<file path="config.mk">
export PLATFORM = sky130hd
export DESIGN_NAME = clc_top
export DESIGN_NICKNAME = d
export VERILOG_FILES = /design/src/clc_pkg.sv /design/src/clc_top.sv /design/src/logic_cell_core.sv /design/src/edge_flag.sv
export VERILOG_INCLUDE_DIRS = /design/src
export SDC_FILE = /design/constraint.sdc
export NUM_CORES = 1
export LEC_CHECK = 0
export BUFFER_PORTS_ARGS = -buffer_cell sky130_fd_sc_hd__buf_2
export CORE_MARGIN = 1.5
export CORE_UTILIZATION = 40
export CTS_CLUSTER_DIAMETER = 80
export DETAILED_ROUTE_END_ITERATION = 6
export REMOVE_ABC_BUFFERS = 1
export SETUP_SLACK_MARGIN = 0.3
export SLEW_MARGIN = 15
export SYNTH_ARGS = -nofsm -noshare
export SYNTH_HDL_FRONTEND = slang
export SYNTH_SLANG_ARGS = --single-unit
</file>
<file path="constraint.sdc">
create_clock -name CLK_I -period 6.85 [get_ports CLK_I]
set_input_delay 0 -clock CLK_I [delete_from_list [all_inputs] [get_ports CLK_I]]
set_output_delay 0 -clock CLK_I [all_outputs]
set_load 0.02 [all_outputs]
</file>
<file path="src/clc_regs.svh">
// Register offsets, field positions and reset values of the logic cell block
`ifndef CLC_REGS_SVH
`define CLC_REGS_SVH

`define NUM_CELLS        4
`define NUM_SRC          41
`define ADDR_MSB         11
`define CELL_IDX_MSB     8
`define CELL_IDX_LSB     6
`define WORD_IDX_MSB     5
`define WORD_IDX_LSB     2
`define IDX_CTRL         4'h0
`define IDX_POL          4'h1
`define IDX_SEL_BASE     4'h2
`define IDX_GLS_BASE     4'h6
`define IDX_LAST         4'h9
`define MIRROR_ADDR      12'h100
`define FLAG_ADDR        12'h104

`define CTRL_EN_BIT      7
`define CTRL_OUT_BIT     5
`define CTRL_RISE_BIT    4
`define CTRL_FALL_BIT    3
`define CTRL_MODE_MSB    2
`define CTRL_WR_MASK     8'h9F
`define CTRL_RST         8'h00
`define POL_OUT_BIT      7
`define POL_GATE_MSB     3
`define POL_WR_MASK      8'h8F
`define POL_OUT_RST      1'b0
`define SEL_MSB          5
`define SEL_WR_MASK      8'h3F
`define SRC_LAST_CODE    6'h28
`define SRC_FAST_OSC     6'h20
`define SRC_FB_LSB       4
`define SRC_FB_MSB       7
`define HTRANS_NONSEQ    2'b10
`define HRESP_OKAY       1'b0

`endif

</file>
<file path="src/clc_pkg.sv">
// Types shared by the logic cell block
package clc_pkg;

    typedef logic [7:0] byte_t;

    typedef enum logic [2:0] {
        MODE_AND_OR  = 3'h0,
        MODE_OR_XOR  = 3'h1,
        MODE_AND4    = 3'h2,
        MODE_SR      = 3'h3,
        MODE_DFF_SR  = 3'h4,
        MODE_DFF_R   = 3'h5,
        MODE_JK_R    = 3'h6,
        MODE_LATCH   = 3'h7
    } mode_e;

    typedef struct packed {
        byte_t       ctrl;
        byte_t       pol;
        byte_t [3:0] sel;
        byte_t [3:0] gls;
    } cell_cfg_s;

endpackage

</file>
<file path="src/clc_top.sv">
// Four configurable logic cells behind an AHB-Lite register slave
`include "clc_regs.svh"
// What this block does
// RL1: One read-only mirror register shows all cell outputs sampled together.
// RL2: Any reset clears each control register; selections and gating stay.
// RL3: Cell logic runs from its inputs, not dependent on processor activity.
// RL4: Enabled cell selecting fast oscillator keeps that oscillator running in sleep.
// RL5: Enable bit 7 lets the cell combine inputs; cleared forces output zero.
// RL6: Control bit 5 reads final cell output; writes to it are ignored.
// RL7: Control bit 4 lets rising output edges set the cell flag.
// RL8: Control bit 3 lets falling output edges set the cell flag.
// RL9: Function codes 000 to 011: AND-OR, OR-XOR, four-input AND, SR latch.
// RL10: Code 100 is D flip-flop with set/reset; 101 two-input D with reset.
// RL11: Code 110 is J-K flip-flop with reset; 111 transparent latch.
// RL12: Polarity bit 7 inverts the function result before the cell output.
// RL13: Polarity bits 3 to 0 invert gates 4 to 1 before the function.
// RL14: Control bit 6, polarity bits 6-4, select bits 7-6 read zero.
// RL15: Select register bits 5 to 0 choose the source for each data input.
// RL16: Selections and gating start undefined; control and output polarity reset zero.
// RL17: Each gate ANDs its enabled inputs; no enabled input gives zero.
// RL18: Software clears the flag; an edge during the clear keeps it set.
// RL19: Gate select bits: data 4 true at bit 7 down to data 1 negated.
// RL20: Source codes 0 to 40 each pick one distinct source signal.
// RL21: All four cells are identical with their own registers and edge logic.
module clc_top
    import clc_pkg::*;
(
    input  wire logic                 CLK_I,
    input  wire logic                 RST_N_I,
    input  wire logic                 HSEL_I,
    input  wire logic [31:0]          HADDR_I,
    input  wire logic [1:0]           HTRANS_I,
    input  wire logic                 HWRITE_I,
    input  wire logic [2:0]           HSIZE_I,
    input  wire logic [31:0]          HWDATA_I,
    input  wire logic                 HREADY_I,
    input  wire logic [`NUM_SRC-1:0]  SRC_I,
    output logic [31:0]               HRDATA_O,
    output logic                      HREADYOUT_O,
    output logic                      HRESP_O,
    output logic [`NUM_CELLS-1:0]     CELL_OUT_O,
    output logic [`NUM_CELLS-1:0]     CELL_IRQ_FLAG_O,
    output logic                      FAST_OSC_KEEP_O
);
    cell_cfg_s [`NUM_CELLS-1:0]  cfg;
    byte_t     [`NUM_CELLS-1:0]  ctrl_q;
    logic      [`NUM_CELLS-1:0]  out_pol_q;
    byte_t     [`NUM_CELLS-1:0]  gate_pol_q;
    byte_t     [`NUM_CELLS-1:0]  [3:0] sel_q;
    byte_t     [`NUM_CELLS-1:0]  [3:0] gls_q;
    logic      [`NUM_CELLS-1:0]  cell_out;
    logic      [`NUM_CELLS-1:0]  out_q;
    logic      [`NUM_CELLS-1:0]  flag_clr;
    logic      [`NUM_CELLS-1:0]  [3:0] cell_data;
    logic      [`NUM_SRC-1:0]    src_all;
    logic                        addr_phase;
    logic                        wr_q;
    logic      [`ADDR_MSB:0]     waddr_q;
    logic      [31:0]            rdata_d;
    logic                        keep_d;

    function automatic logic pick_src(input byte_t sel, input logic [`NUM_SRC-1:0] s);
        pick_src = 1'b0;
        if (sel[`SEL_MSB:0] <= `SRC_LAST_CODE) begin
            pick_src = s[sel[`SEL_MSB:0]]; // RL20
        end
    endfunction

    function automatic logic is_cell(input logic [`ADDR_MSB:0] a);
        is_cell = (a[`ADDR_MSB:`CELL_IDX_MSB] == '0)
                && (a[`WORD_IDX_MSB:`WORD_IDX_LSB] <= `IDX_LAST);
    endfunction

    function automatic logic [1:0] cell_of(input logic [`ADDR_MSB:0] a);
        cell_of = a[`CELL_IDX_MSB-1:`CELL_IDX_LSB];
    endfunction

    function automatic logic [3:0] word_of(input logic [`ADDR_MSB:0] a);
        word_of = a[`WORD_IDX_MSB:`WORD_IDX_LSB];
    endfunction

    // Feedback of the cell outputs takes the place of source codes 4 to 7
    assign src_all = {SRC_I[`NUM_SRC-1:`SRC_FB_MSB+1], out_q, SRC_I[`SRC_FB_LSB-1:0]};

    always_comb begin
        for (int c = 0; c < `NUM_CELLS; c++) begin
            for (int k = 0; k < 4; k++) begin
                cell_data[c][k] = pick_src(sel_q[c][k], src_all); // RL15
            end
            cfg[c].ctrl = ctrl_q[c];
            cfg[c].pol  = {out_pol_q[c], 3'h0, gate_pol_q[c][`POL_GATE_MSB:0]};
            cfg[c].sel  = sel_q[c];
            cfg[c].gls  = gls_q[c];
        end
    end

    // Identical cells, each with private registers and edge logic
    for (genvar c = 0; c < `NUM_CELLS; c++) begin : g_cell
        logic_cell_core u_core (
            .clk_i   (CLK_I),
            .rst_n_i (RST_N_I),
            .cfg_i   (cfg[c]),
            .data_i  (cell_data[c]),
            .out_o   (cell_out[c])
        ); // RL21 RL3
        edge_flag u_flag (
            .clk_i     (CLK_I),
            .rst_n_i   (RST_N_I),
            .out_i     (out_q[c]),
            .rise_en_i (ctrl_q[c][`CTRL_RISE_BIT]),
            .fall_en_i (ctrl_q[c][`CTRL_FALL_BIT]),
            .clear_i   (flag_clr[c]),
            .flag_o    (CELL_IRQ_FLAG_O[c])
        ); // RL21
    end

    always_ff @(posedge CLK_I) begin
        if (!RST_N_I) begin
            out_q <= '0;
        end else begin
            out_q <= cell_out;
        end
    end

    assign CELL_OUT_O = out_q;

    // Bus address phase and data phase capture
    assign addr_phase = HSEL_I & HTRANS_I[1] & HREADY_I;

    always_ff @(posedge CLK_I) begin
        if (!RST_N_I) begin
            wr_q    <= 1'b0;
            waddr_q <= '0;
        end else if (HREADY_I) begin
            wr_q    <= addr_phase & HWRITE_I;
            waddr_q <= HADDR_I[`ADDR_MSB:0];
        end
    end

    // Write-one-to-clear of the flags register
    always_comb begin
        flag_clr = '0;
        if (wr_q && waddr_q == `FLAG_ADDR) begin
            flag_clr = HWDATA_I[`NUM_CELLS-1:0]; // RL18
        end
    end

    always_ff @(posedge CLK_I) begin
        if (!RST_N_I) begin
            ctrl_q    <= {`NUM_CELLS{`CTRL_RST}}; // RL2 RL16
            out_pol_q <= {`NUM_CELLS{`POL_OUT_RST}};
        end else if (wr_q && is_cell(waddr_q)) begin
            if (word_of(waddr_q) == `IDX_CTRL) begin
                ctrl_q[cell_of(waddr_q)] <= HWDATA_I[7:0] & `CTRL_WR_MASK; // RL6 RL14
            end else if (word_of(waddr_q) == `IDX_POL) begin
                out_pol_q[cell_of(waddr_q)] <= HWDATA_I[`POL_OUT_BIT];
            end
        end
    end

    // No reset: selections and gating keep their value over a reset
    always_ff @(posedge CLK_I) begin
        if (wr_q && is_cell(waddr_q)) begin
            if (word_of(waddr_q) == `IDX_POL) begin
                gate_pol_q[cell_of(waddr_q)] <= HWDATA_I[7:0] & `POL_WR_MASK;
            end else if (word_of(waddr_q) >= `IDX_GLS_BASE) begin
                gls_q[cell_of(waddr_q)][2'(word_of(waddr_q) - `IDX_GLS_BASE)] <= HWDATA_I[7:0];
            end else if (word_of(waddr_q) >= `IDX_SEL_BASE) begin
                sel_q[cell_of(waddr_q)][2'(word_of(waddr_q) - `IDX_SEL_BASE)] <=
                    HWDATA_I[7:0] & `SEL_WR_MASK; // RL14
            end
        end
    end

    // Read data chosen in the address phase, so the answer needs no wait state
    always_comb begin
        rdata_d = '0;
        if (HADDR_I[`ADDR_MSB:0] == `MIRROR_ADDR) begin
            rdata_d[`NUM_CELLS-1:0] = out_q; // RL1
        end else if (HADDR_I[`ADDR_MSB:0] == `FLAG_ADDR) begin
            rdata_d[`NUM_CELLS-1:0] = CELL_IRQ_FLAG_O;
        end else if (is_cell(HADDR_I[`ADDR_MSB:0])) begin
            if (word_of(HADDR_I[`ADDR_MSB:0]) == `IDX_CTRL) begin
                rdata_d[7:0] = ctrl_q[cell_of(HADDR_I[`ADDR_MSB:0])];
                rdata_d[`CTRL_OUT_BIT] = out_q[cell_of(HADDR_I[`ADDR_MSB:0])]; // RL6
            end else begin
                rdata_d[7:0] = cfg[cell_of(HADDR_I[`ADDR_MSB:0])].pol; // RL14
                if (word_of(HADDR_I[`ADDR_MSB:0]) >= `IDX_GLS_BASE) begin
                    rdata_d[7:0] = gls_q[cell_of(HADDR_I[`ADDR_MSB:0])]
                        [2'(word_of(HADDR_I[`ADDR_MSB:0]) - `IDX_GLS_BASE)];
                end else if (word_of(HADDR_I[`ADDR_MSB:0]) >= `IDX_SEL_BASE) begin
                    rdata_d[7:0] = sel_q[cell_of(HADDR_I[`ADDR_MSB:0])]
                        [2'(word_of(HADDR_I[`ADDR_MSB:0]) - `IDX_SEL_BASE)];
                end
            end
        end
    end

    always_ff @(posedge CLK_I) begin
        if (!RST_N_I) begin
            HRDATA_O <= '0;
        end else if (addr_phase && !HWRITE_I) begin
            HRDATA_O <= rdata_d;
        end
    end

    always_ff @(posedge CLK_I) begin
        if (!RST_N_I) begin
            HREADYOUT_O <= 1'b0;
            HRESP_O     <= `HRESP_OKAY;
        end else begin
            HREADYOUT_O <= 1'b1;
            HRESP_O     <= `HRESP_OKAY;
        end
    end

    // Oscillator keep-alive request for sleep
    always_comb begin
        keep_d = 1'b0;
        for (int c = 0; c < `NUM_CELLS; c++) begin
            for (int k = 0; k < 4; k++) begin
                if (ctrl_q[c][`CTRL_EN_BIT] && sel_q[c][k][`SEL_MSB:0] == `SRC_FAST_OSC) begin
                    keep_d = 1'b1; // RL4
                end
            end
        end
    end

    always_ff @(posedge CLK_I) begin
        if (!RST_N_I) begin
            FAST_OSC_KEEP_O <= 1'b0;
        end else begin
            FAST_OSC_KEEP_O <= keep_d;
        end
    end

    AST_MIRROR_READ: assert property (@(posedge CLK_I) disable iff (!RST_N_I) // RL1
        addr_phase && !HWRITE_I && HADDR_I[`ADDR_MSB:0] == `MIRROR_ADDR
        |=> HRDATA_O[`NUM_CELLS-1:0] == $past(out_q) && HRDATA_O[31:`NUM_CELLS] == '0)
        else $error("mirror read does not match cell outputs");

    AST_CTRL_CLEARED: assert property (@(posedge CLK_I) disable iff (!RST_N_I) // RL2
        $rose(RST_N_I) |-> ctrl_q == '0 && out_pol_q == '0)
        else $error("control not cleared by reset");

    AST_DISABLED_LOW: assert property (@(posedge CLK_I) disable iff (!RST_N_I) // RL5
        !ctrl_q[0][`CTRL_EN_BIT] |=> !out_q[0])
        else $error("disabled cell drives a one");

    AST_OUT_BIT_READ: assert property (@(posedge CLK_I) disable iff (!RST_N_I) // RL6
        addr_phase && !HWRITE_I && HADDR_I[`ADDR_MSB:0] == 12'h000
        |=> HRDATA_O[`CTRL_OUT_BIT] == $past(out_q[0]) && HRDATA_O[6] == 1'b0)
        else $error("control output bit wrong");

    AST_RISE_SETS: assert property (@(posedge CLK_I) disable iff (!RST_N_I) // RL7
        $rose(out_q[0]) && ctrl_q[0][`CTRL_RISE_BIT] |=> CELL_IRQ_FLAG_O[0])
        else $error("rising edge did not set flag");

    AST_FALL_SETS: assert property (@(posedge CLK_I) disable iff (!RST_N_I) // RL8
        $fell(out_q[0]) && ctrl_q[0][`CTRL_FALL_BIT] |=> CELL_IRQ_FLAG_O[0])
        else $error("falling edge did not set flag");

    AST_QUIET_NO_SET: assert property (@(posedge CLK_I) disable iff (!RST_N_I) // RL7
        !CELL_IRQ_FLAG_O[0] && $stable(out_q[0]) |=> !CELL_IRQ_FLAG_O[0])
        else $error("flag set without an edge");

    AST_POL_ZERO_BITS: assert property (@(posedge CLK_I) disable iff (!RST_N_I) // RL14
        addr_phase && !HWRITE_I && HADDR_I[`ADDR_MSB:0] == 12'h004
        |=> HRDATA_O[6:4] == 3'h0 && HRDATA_O[31:8] == '0)
        else $error("unimplemented polarity bits read nonzero");

    AST_CLEAR_LOSES: assert property (@(posedge CLK_I) disable iff (!RST_N_I) // RL18
        flag_clr[0] && $rose(out_q[0]) && ctrl_q[0][`CTRL_RISE_BIT] |=> CELL_IRQ_FLAG_O[0])
        else $error("edge lost during flag clear");

    AST_OSC_KEEP: assert property (@(posedge CLK_I) disable iff (!RST_N_I) // RL4
        ctrl_q[1][`CTRL_EN_BIT] && sel_q[1][0][`SEL_MSB:0] == `SRC_FAST_OSC
        |=> FAST_OSC_KEEP_O)
        else $error("fast oscillator not kept alive");

    AST_BUS_OKAY: assert property (@(posedge CLK_I) disable iff (!RST_N_I)
        $past(RST_N_I) |-> HREADYOUT_O && HRESP_O == `HRESP_OKAY)
        else $error("slave stalled or answered an error");

endmodule

</file>
<file path="src/logic_cell_core.sv">
// Gating, logic function, storage and output polarity of one cell
`include "clc_regs.svh"
module logic_cell_core
    import clc_pkg::*;
(
    input  wire logic      clk_i,
    input  wire logic      rst_n_i,
    input  wire cell_cfg_s cfg_i,
    input  wire logic [3:0] data_i,
    output logic           out_o
);
    logic [3:0] g;
    logic       g1_prev_q;
    logic       state_q;
    logic       state_d;
    logic       rise1;
    logic       func;
    logic       en;
    mode_e      mode;

    function automatic logic gate_and(input byte_t ls, input logic [3:0] d);
        byte_t t;
        t = {d[3], ~d[3], d[2], ~d[2], d[1], ~d[1], d[0], ~d[0]};
        gate_and = (|ls) & (&(t | ~ls)); // RL17
    endfunction

    always_comb begin
        for (int k = 0; k < 4; k++) begin
            g[k] = gate_and(cfg_i.gls[k], data_i) ^ cfg_i.pol[k]; // RL13 RL19
        end
    end

    assign en    = cfg_i.ctrl[`CTRL_EN_BIT];
    assign mode  = mode_e'(cfg_i.ctrl[`CTRL_MODE_MSB:0]);
    // Storage clocks on gate 1; sampled edge keeps one clock domain
    assign rise1 = g[0] & ~g1_prev_q;

    always_ff @(posedge clk_i) begin
        if (!rst_n_i) begin
            g1_prev_q <= 1'b0;
        end else begin
            g1_prev_q <= g[0];
        end
    end

    always_comb begin
        state_d = state_q;
        case (mode)
            MODE_SR: begin
                if (g[0] | g[1]) begin
                    state_d = 1'b1;
                end else if (g[2] | g[3]) begin
                    state_d = 1'b0;
                end
            end
            MODE_DFF_SR: begin
                if (g[2]) begin
                    state_d = 1'b0;
                end else if (g[3]) begin
                    state_d = 1'b1;
                end else if (rise1) begin
                    state_d = g[1];
                end
            end
            MODE_DFF_R: begin
                if (g[2]) begin
                    state_d = 1'b0;
                end else if (rise1) begin
                    state_d = g[1] & g[3];
                end
            end
            MODE_JK_R: begin
                if (g[2]) begin
                    state_d = 1'b0;
                end else if (rise1) begin
                    state_d = (g[1] & ~state_q) | (~g[3] & state_q);
                end
            end
            MODE_LATCH: begin
                if (g[2]) begin
                    state_d = 1'b0;
                end else if (g[3]) begin
                    state_d = 1'b1;
                end else if (g[0]) begin
                    state_d = g[1];
                end
            end
            default: begin
                state_d = 1'b0;
            end
        endcase
    end

    always_ff @(posedge clk_i) begin
        if (!rst_n_i || !en) begin
            state_q <= 1'b0;
        end else begin
            state_q <= state_d; // RL10 RL11
        end
    end

    always_comb begin
        case (mode)
            MODE_AND_OR: func = (g[0] & g[1]) | (g[2] & g[3]); // RL9
            MODE_OR_XOR: func = (g[0] | g[1]) ^ (g[2] | g[3]);
            MODE_AND4:   func = &g;
            MODE_LATCH:  func = state_d;
            default:     func = state_q;
        endcase
    end

    assign out_o = en & (func ^ cfg_i.pol[`POL_OUT_BIT]); // RL5 RL12

endmodule

</file>
<file path="src/edge_flag.sv">
// Rising and falling edge detection and sticky flag of one cell
module edge_flag (
    input  wire logic clk_i,
    input  wire logic rst_n_i,
    input  wire logic out_i,
    input  wire logic rise_en_i,
    input  wire logic fall_en_i,
    input  wire logic clear_i,
    output logic      flag_o
);
    logic prev_q;
    logic hit;

    assign hit = (rise_en_i & out_i & ~prev_q) // RL7
               | (fall_en_i & ~out_i & prev_q); // RL8

    always_ff @(posedge clk_i) begin
        if (!rst_n_i) begin
            prev_q <= 1'b0;
        end else begin
            prev_q <= out_i;
        end
    end

    // Set wins over a clear in the same cycle
    always_ff @(posedge clk_i) begin
        if (!rst_n_i) begin
            flag_o <= 1'b0;
        end else if (hit) begin
            flag_o <= 1'b1; // RL18
        end else if (clear_i) begin
            flag_o <= 1'b0;
        end
    end

endmodule

</file>
# Yosys cells after proc, flatten, opt, wreduce, memory -nomap -nowiden
# Cells that the tools add are included.
[totals]
output_inout_bits = 43
regBits = 367
word_cells = 596
in_bits = 115
[op_classes]
bitwise = 178
magnitude_cmp = 47
muxes = 169
reduce_logical = 87
add_sub_neg = 4
n_eq_ne = 48
[ops]
columns = ["operator", "n"]
rows = [
  ["bitwise mux 128 bit", 2],
  ["binary-select mux 80 bit (select 2 bit)", 1],
  ["binary-select mux 32 bit (select 2 bit)", 2],
  ["demux 32 bit (select 2 bit)", 2],
  ["2-to-1 mux 32 bit", 4],
  ["NOT 8 bit", 16],
  ["OR 8 bit", 16],
  ["AND reduction 8 bit", 16],
  ["OR reduction 8 bit", 16],
  ["< comparator 6 x 7 -> 1 bit, second input constant", 16],
  ["2-to-1 mux 1 bit", 107],
  ["binary-select mux 1 bit (select 6 bit)", 16],
  ["equality test 6 bit, second input constant", 16],
  ["<= comparator 6 bit, second input constant", 16],
  ["2-to-1 mux 8 bit", 10],
  ["2-to-1 mux 72 bit", 1],
  ["bitwise mux 32 bit", 2],
  ["AND 1 bit", 63],
  ["binary-select mux 8 bit (select 2 bit)", 3],
  ["demux 8 bit (select 2 bit)", 3],
  ["equality test 3 bit, second input constant", 16],
  ["NOT 1 bit", 39],
  ["equality test 12 x 9 -> 1 bit, second input constant", 3],
  ["equality test 3 x 2 -> 1 bit, second input constant", 8],
  ["other kinds (25)", 139],
]

# Longest topological paths before layout
# Gate-level depths: netlist (run 1).
[depth]
word_depth = 18
mapped_depth = 15
depth_no_buf = 12

# Modules after synthesis
# Synthesis (run 1) repeated with hierarchy kept, for this count alone.
[hier_totals]
hier_cells = 1686
area_unflattened_um2 = 21271.7
[by_module_without_submodules]
columns = ["mod", "area_each_um2", "cells_per_inst", "instances"]
rows = [
  ["clc_top", 18273.8, 1310, 1],
  ["logic_cell_core", 671.9, 87, 4],
  ["edge_flag", 77.6, 7, 4],
]

# Worst setup path after synthesis (run 1)
# OpenSTA, ideal clock, no wires.
[synth_timing]
path_type = "register to register"
from = "register sel_q, in the netlist cfg[112]"
to = "register out_q[1] (netlist: CELL_OUT_O[1])"
setup_slack_ns = 2.899
t_arrival_ns = 3.879
required_time_ns = 6.778
path_stages_with_launch = 15
period_less_slack_ns = 3.951
path_cell_list = "edfxtp_1 -> buf_2 -> buf_2 -> mux4_2 -> nand3_1 -> a41oi_1 -> a32oi_1 -> mux2_2 -> a2111oi_2 -> and3_1 -> nor2_1 -> a22o_1 -> a211o_1 -> a32oi_1 -> mux2i_1"
[synth_via]
elab_chain_cells = 17
word_cells_on_any_way = 50
classes_between = "1 x order compare; 17 x mux; 27 x bitwise; 5 x reduce/logical"
[synth_rtl]
columns = ["element", "line_no", "source"]
rows = [
  ["from (decl)", "clc_top.sv:49", "byte_t [`NUM_CELLS-1:0] [3:0] sel_q;"],
  ["from (signal, indexed assignment)", "clc_top.sv:169", "sel_q[cell_of(waddr_q)][2'(word_of(waddr_q) - `IDX_SEL_BASE)] <="],
  ["binary-select mux 1 bit (select 6 bit)", "clc_top.sv:65", "pick_src = s[sel[`SEL_MSB:0]];"],
  ["2-to-1 mux 1 bit", "clc_top.sv:65", ""],
  ["2-to-1 mux 1 bit *", "clc_top.sv:64", "if (sel[`SEL_MSB:0] <= `SRC_LAST_CODE) begin"],
  ["NOT 1 bit", "logic_cell_core.sv:23", "t = {d[3], ~d[3], d[2], ~d[2], d[1], ~d[1], d[0], ~d[0]};"],
  ["OR 8 bit", "logic_cell_core.sv:24", "gate_and = (|ls) & (&(t | ~ls));"],
  ["AND reduction 8 bit", "logic_cell_core.sv:24", ""],
  ["AND 1 bit", "logic_cell_core.sv:24", ""],
  ["XOR 1 bit", "logic_cell_core.sv:29", "g[k] = gate_and(cfg_i.gls[k], data_i) ^ cfg_i.pol[k];"],
  ["NOT 1 bit", "logic_cell_core.sv:76", "state_d = (g[1] & ~state_q) | (~g[3] & state_q);"],
  ["AND 1 bit", "logic_cell_core.sv:76", ""],
  ["OR 1 bit", "logic_cell_core.sv:76", ""],
  ["2-to-1 mux 1 bit", "logic_cell_core.sv:75", "end else if (rise1) begin"],
  ["2-to-1 mux 1 bit", "logic_cell_core.sv:73", "if (g[2]) begin"],
  ["one-hot mux 1 bit (5 select lines)", "logic_cell_core.sv:48", "case (mode)"],
  ["one-hot mux 1 bit (4 select lines) *", "logic_cell_core.sv:103", "case (mode)"],
  ["XOR 1 bit *", "logic_cell_core.sv:112", "assign out_o = en & (func ^ cfg_i.pol[`POL_OUT_BIT]);"],
  ["AND 1 bit *", "logic_cell_core.sv:112", ""],
  ["to (signal assigned)", "clc_top.sv:121", "out_q <= cell_out;"],
  ["to (decl)", "clc_top.sv:52", "logic [`NUM_CELLS-1:0] out_q;"],
]
# Mark *: on every way between the ends. The rest lies on a longest branch, timed or not. The select of a mux whose other input is x is not followed.
# A chain may end at the register's enable or synchronous reset.

# Worst setup path after layout (run 1)
# Same ends and word-level chain as after synthesis.

==> flow_metrics.py, run 1 <==
metrics = {
    "global_routing": {
        "grt_pass1_wl_um": 115000,
        "grt_usage_pct": 28.3,
        "grt_antenna_before_repair": 0,
        "grt_max_degree": 73,
        "grt-ovfl-total": 0,
        "grt_pass1_vias": 16700,
    },
    "drt": {
        "ant_nets": 0,
        "post-route-drc-count": 0,
        "viasPerCell": 7.06,
        "dr.pass1.iters": 6,
        "vias": 17100,
        "drtIter0Drc": 2526,
        "wirelength_um": 79100,
        "detail_route.wl_per_cell_um": 32.7,
    },
    "logic_synthesis": {
        "ys.flop_type": "edfxtp_1",
        "yosys_register_bits": 311,
        "synth_area_leaders": "edfxtp_1, mux4_2, dfxtp_1, mux2i_1, nor2b_1",
        "synth_area_um2": 21600,
        "synth_warnings": 0,
        "synth_edf_count": 240,
        "yosys.area.top_type_share_pct": 33.3,
        "async_reset_ff_share_pct": 0,
        "synth.distinct_cells": 102,
        "netlist.top_cell.by_area": "edfxtp_1",
        "syn_inst": 1700,
        "syn_area_per_cell_um2": 12.7,
        "yosysSeqAreaShare_pct": 39.9,
    },
    "final_layout": {
        "final_common_cell": "edfxtp_1",
        "final_nets": 1810,
        "final_core_util_pct": 44.1,
        "fillers": 4825,
        "layout-drive-gt1-share_pct": 25.6,
        "layout_common_cells": "edfxtp_1, mux4_2, mux2i_1, nor2_1, buf_2",
        "syn_to_final_growth_pct": 9.18,
    },
    "critical_path": {
        "worstPathRequired_ns": 7.35,
        "crit_path_start_kind": "flip-flop",
        "critPathKind": "flip-flop to flip-flop",
        "cpPeakStageDelay_ns": 0.86,
        "worstSetupEndpointType": "flip-flop",
        "crit_chain": "mux4_2 -> mux2i_1 -> o221ai_1 -> a32oi_1 -> mux2_2 -> a2111oi_2 -> and3_1 -> nor2_1 -> a22o_1 -> a211o_1 -> a32oi_1 -> mux2i_1",
        "crit_buf_inv": 0,
        "critPathMaxFanout": 16,
        "crit_family": "compound AO/OA/AOI/OAI gates",
        "worstPathArrival_ns": 5.62,
        "crit_slowest_cell": "edfxtp_1",
    },
    "floorplan": {
        "die-area_um2": 55500,
        "ioPinCount": 158,
        "rows": 85,
        "initial_core_util_pct": 40.4,
        "fp.dieH_um": 236,
        "fp.dieW_um": 236,
        "coreArea_um2": 53600,
    },
    "placement": {
        "gp_congestion": 1.00,
        "dpl.hpwl_um": 52700,
        "port_buffers": 80,
    },
    "power": {
        "ir_worst_vdd_uv": 123,
        "pwr-share-seq_pct": 44.4,
        "combPwrFrac_pct": 10.2,
        "p_per_area_nw_per_um2": 194,
        "p_sw_uw": 1130,
        "intPower_uw": 3460,
        "p_clk_share_pct": 45.4,
        "p_sw_share_pct": 24.6,
        "cellLeakagePower_uw": 0.00802,
    },
    "timing": {
        "skew_ns": 0.0216,
        "max_slew_margin_pct": 22.7,
        "final-hold-violation-count": 0,
        "worst_pin_slew_ns": 1.16,
        "setup_tns_ns": 0,
        "fin_crit_sh_pct": 74.7,
        "final_max_slew_viol_count": 0,
        "max_freq_ghz": 0.195,
        "rsz0062_at_grt": "no",
        "setup_viol": 0,
        "min_period_ns": 5.12,
    },
    "clock_network": {
        "clk_latency_ns": 0.58,
        "ctsResizeCount": 0,
        "cts_tree": "yes",
        "numCtsBuffers": 35,
        "clock-sinks": 311,
        "clkTransAtPathRegs_ns": 0.07,
        "cts-root-buf": "clkbuf_16",
        "cts_htree_levels": 2,
        "clockBufferDepth": 3,
    },
    "run_status": {
        "status": "complete, no violations",
    },
    "job": {
        "maxCapViolCount": 0,
    },
    "worst_hold_path": {
        "hold_class": "primary input to flip-flop",
    },
}
## logic make-up (layout without fill, tap and decap cells)
kind of cell               after synthesis  count (layout)  synth area share [%]
muxes                                  392             392                  32.6
xor gates and xnor gates                10              10                 0.405
AOI/OAI and AO/OA                      267             267                  9.27
adders and majority gates                1               1                0.0463
and+or+nand+nor                        494             494                  12.6
DFF                                    311             311                  39.9
buffers and inverters                  224             221                  5.12
other                                    1              26                0.0173
## area by class of cell
type / instances / area [um2] / area share [%]
diodes: 1 / 2.50 / 0.0106
clock buffers: 37 / 883 / 3.74
clock inverters: 26 / 362 / 1.53
inverters: 42 / 158 / 0.667
multi-input cells: 1189 / 12000 / 50.8
flip-flops and latches: 311 / 8630 / 36.5
well taps: 696 / 871 / 3.69
repair buffers: 116 / 728 / 3.08
## worst reg2reg max path, delay by kind of cell, from the launching register on
family | cells | cell delay [ns]
AOI/OAI and AO/OA | 6 | 2.40
muxes | 4 | 1.38
DFF | 1 | 0.86
and+or+nand+nor | 2 | 0.40
## registers in the layout (all words and copies together) (netlist names)
| signal | count |
|---|---|
| FAST_OSC_KEEP_O | 1 |
| HRDATA_O | 8 |
| CELL_OUT_O | 4 |
| g_cell.u_flag.flag_o | 4 |
| wr_q | 1 |
| g_cell.u_core.state_q | 4 |
| g_cell.u_flag.prev_q | 4 |
| HREADYOUT_O | 1 |
| out_pol_q | 4 |
| g_cell.u_core.g1_prev_q | 4 |
| cfg | 264 |
| waddr_q | 12 |
## synthesized netlist by cell type (24+ instances only)
cell type  instances
dfxtp_1           71
nand2b_1          25
mux2i_1          120
clkbuf_1          99
inv_1             42
edfxtp_1         240
nand3_1           38
nand2_1           75
nor4_1            24
buf_4             34
nor2b_1           75
mux4_2           229
a21oi_1           38
mux2_2            26
o21ai_0           37
nor2_1           107
nor3_1            31
## power by group through the flow
stage / clock network [uW] / registers (uW) / logic, uW
detailed placement: 0 / 2080 / 438
finish: 2090 / 2040 / 467
floorplan: 0 / 2080 / 208
global route: 2160 / 2040 / 476
CTS: 2090 / 2040 / 450
global placement: 0 / 2080 / 433
## worst paths after layout
| check | end | cells after the start | startpoint | slack, ns |
|---|---|---|---|---|
| min reg2reg | wr_q | 2 | wr_q | 0.51 |
| max | CELL_OUT_O[1] | 12 | cfg[112] | 1.73 |
| max reg2reg | CELL_OUT_O[1] | 12 | cfg[112] | 1.73 |
| min | cfg[281] | 2 | HWDATA_I[1] | 0.12 |
## what timing repair did
action | CTS | global route
endpoints found under the hold margin | 32 | 0
setup buffers | 0 | 0
hold buffers | 22 | 0
## per-layer routing
layer	global-route usage, %	part of all wire [%]	vias up
met2	43.7	45	1390
met4	14.1	5.5	0
met1	36.3	36	8580
met3	8.33	13	282
met5	0	0	-
li1	-	-	6821
## stage by stage
step,setup slack [ns],cell area (um2),hold WS (ns),total power (uW),instances
after floorplan,2.78,20800,0.0277,2290,1542
after global placement,1.78,22200,0.283,2510,2332
after detailed placement,1.69,22200,0.290,2520,2332
after CTS,1.67,23600,0.0916,4580,2417
after global routing,1.45,23600,0.133,4680,2417
final,1.73,23600,0.123,4590,2418
No activity file was read; power rests on OpenSTA's default activity.
==> inputs of run 2 (changes only) <==
==> constraint.sdc (replaced) <==
create_clock -name CLK_I -period 4.9 [get_ports CLK_I]
set_input_delay 0 -clock CLK_I [delete_from_list [all_inputs] [get_ports CLK_I]]
set_output_delay 0 -clock CLK_I [all_outputs]
set_load 0.02 [all_outputs]
==> run 2 against run 1 <==
Effect of this change:
- sequential power is 40% higher
- clock skew fell by 0.0010 ns
- non-clock buffer count increased by 56
- global-route usage shrank 0.33 points
- fmax rose by 15%
- via count shrank 0.42%
- utilization up 0.95 points
- first-iteration DRC count is 3.2% higher
- register-to-register slack lost 1.3 ns
- cell count rose by 2.5%
- setup slack got worse by 1.3 ns
- die area unchanged
- largest cell class unchanged
- highest routed layer unchanged
==> flow_metrics.py, run 2 (synthesis results as in run 1) <==
metrics = {
    "drt": {
        "ant_nets": 0,
        "dr.pass1.iters": 6,
        "detail_route.wl_per_cell_um": 32.0,
        "viasPerCell": 6.86,
        "post-route-drc-count": 0,
        "drtIter0Drc": 2606,
        "vias": 17000,
        "wirelength_um": 79200,
    },
    "final_layout": {
        "design_area_um2": 24100,
        "final_nets": 1867,
        "final_common_cell": "edfxtp_1",
        "fillers": 4811,
        "layout_common_cells": "edfxtp_1, mux4_2, mux2i_1, nor2_1, buf_2",
        "largest_reg_flops": 264,
        "layout-drive-gt1-share_pct": 28.2,
        "syn_to_final_growth_pct": 11.5,
    },
    "placement": {
        "port_buffers": 80,
        "dpl.hpwl_um": 53300,
        "gp_congestion": 0.999,
        "place_area_um2": 22300,
    },
    "floorplan": {
        "fp.dieW_um": 236,
        "ioPinCount": 158,
        "die-area_um2": 55500,
        "initial_core_util_pct": 40.4,
        "rows": 85,
        "coreArea_um2": 53600,
        "fp.dieH_um": 236,
    },
    "critical_path": {
        "worstSetupEndpointType": "flip-flop",
        "critPathKind": "flip-flop to flip-flop",
        "worstPathRequired_ns": 5.36,
        "worstPathArrival_ns": 4.92,
        "crit_path_start_kind": "flip-flop",
        "cpPeakStageDelay_ns": 0.59,
        "crit_slowest_cell": "a222oi_1",
        "crit_chain": "mux4_2 -> mux2_2 -> a222oi_1 -> nand3_2 -> a221oi_1 -> nand4_1 -> o31a_1 -> nor4_2 -> xnor2_1 -> a2111oi_4 -> o21ai_0 -> nor3b_2",
        "crit_buf_inv": 0,
        "crit_family": "compound AO/OA/AOI/OAI gates",
        "critPathMaxFanout": 9,
    },
    "power": {
        "ir_worst_vdd_uv": 198,
        "p_per_area_nw_per_um2": 263,
        "cellLeakagePower_uw": 0.00833,
    },
    "job": {
        "maxCapViolCount": 0,
    },
    "clock_network": {
        "clockBufferDepth": 3,
        "clkTransAtPathRegs_ns": 0.06,
        "numCtsBuffers": 36,
        "clock-sinks": 311,
        "clk_latency_ns": 0.58,
        "cts_tree": "yes",
        "cts-root-buf": "clkbuf_16",
        "cts_htree_levels": 2,
    },
    "global_routing": {
        "grt_antenna_before_repair": 0,
        "grt_max_degree": 52,
        "grt_usage_pct": 28.0,
        "grt_pass1_vias": 16100,
        "grt-ovfl-total": 0,
        "grt_pass1_wl_um": 113000,
    },
    "worst_hold_path": {
        "hold_class": "primary input to flip-flop",
    },
    "timing": {
        "worst_hold_slack_ns": 0.110,
        "skew_ns": 0.0206,
        "worst_pin_slew_ns": 1.14,
        "final-hold-violation-count": 0,
        "min_period_ns": 4.46,
        "fin_crit_sh_pct": 91.0,
        "max_freq_ghz": 0.224,
        "setup_tns_ns": 0,
        "max_slew_margin_pct": 24.0,
        "rsz0062_at_grt": "yes",
        "setup_viol": 0,
        "final_max_slew_viol_count": 0,
    },
    "run_status": {
        "status": "complete, no violations",
    },
}
run 2: changes by cell type in the layout (fill, tap and decap cells not counted), sizes merged:
cell,delta
inv,+2
diode,+1
clkinv,-2
clkbuf,+7
bufinv,-4
buf,+56
run 2: final timing paths:
path	slack (ns)	cells after the start	endpoint	from
max	0.44	12	CELL_OUT_O[3]	cfg[273]
min	0.11	2	cfg[193]	HWDATA_I[1]
max reg2reg	0.44	12	CELL_OUT_O[3]	cfg[273]
min reg2reg	0.49	2	wr_q	wr_q
run 2: final cells by class:
type	instances	area [um2]	share of cell area, %
Multi-Input combinational cell	1189	12000	49.7
Timing Repair Buffer	172	1250	5.17
Tap cell	696	871	3.61
Antenna cell	2	5.00	0.0207
Inverter	42	158	0.653
Clock inverter	22	254	1.05
Sequential cell	311	8630	35.8
Clock buffer	44	972	4.03
run 2: per-layer routing:
layer	global-route usage (%)	routed length, um	vias up	part of all wire [%]
met5	0	0	-	0
met4	13.8	4580	0	5.8
met3	7.70	10700	293	14
met2	42.7	35000	1341	44
met1	36.8	29000	8428	37
li1	-	-	6940	-
run 2: repair_timing:
action | CTS | global route
hold buffers | 22 | 0
hold endpoints to repair | 52 | 0
setup endpoints to repair | 0 | 8
gates resized for setup | 0 | 4
setup buffers | 0 | 38
run 2: per-stage QoR:
| step | total power (uW) | util, % | std cells | setup WS, ns |
|---|---|---|---|---|
| after global placement | 3510 | 41.6 | 2350 | 0.414 |
| after global routing | 6460 | 45.0 | 2476 | 0.259 |
| after detailed placement | 3520 | 41.6 | 2350 | 0.376 |
| final | 6340 | 45.0 | 2478 | 0.440 |
| after CTS | 6330 | 44.3 | 2438 | 0.352 |
| after floorplan | 3200 | - | 1542 | 0.834 |
run 2: power by group:
part / switching [uW] / total (uW) / internal [uW]
combinational: 399 / 652 / 253
clock: 1180 / 2830 / 1650
sequential: 8.57 / 2850 / 2850
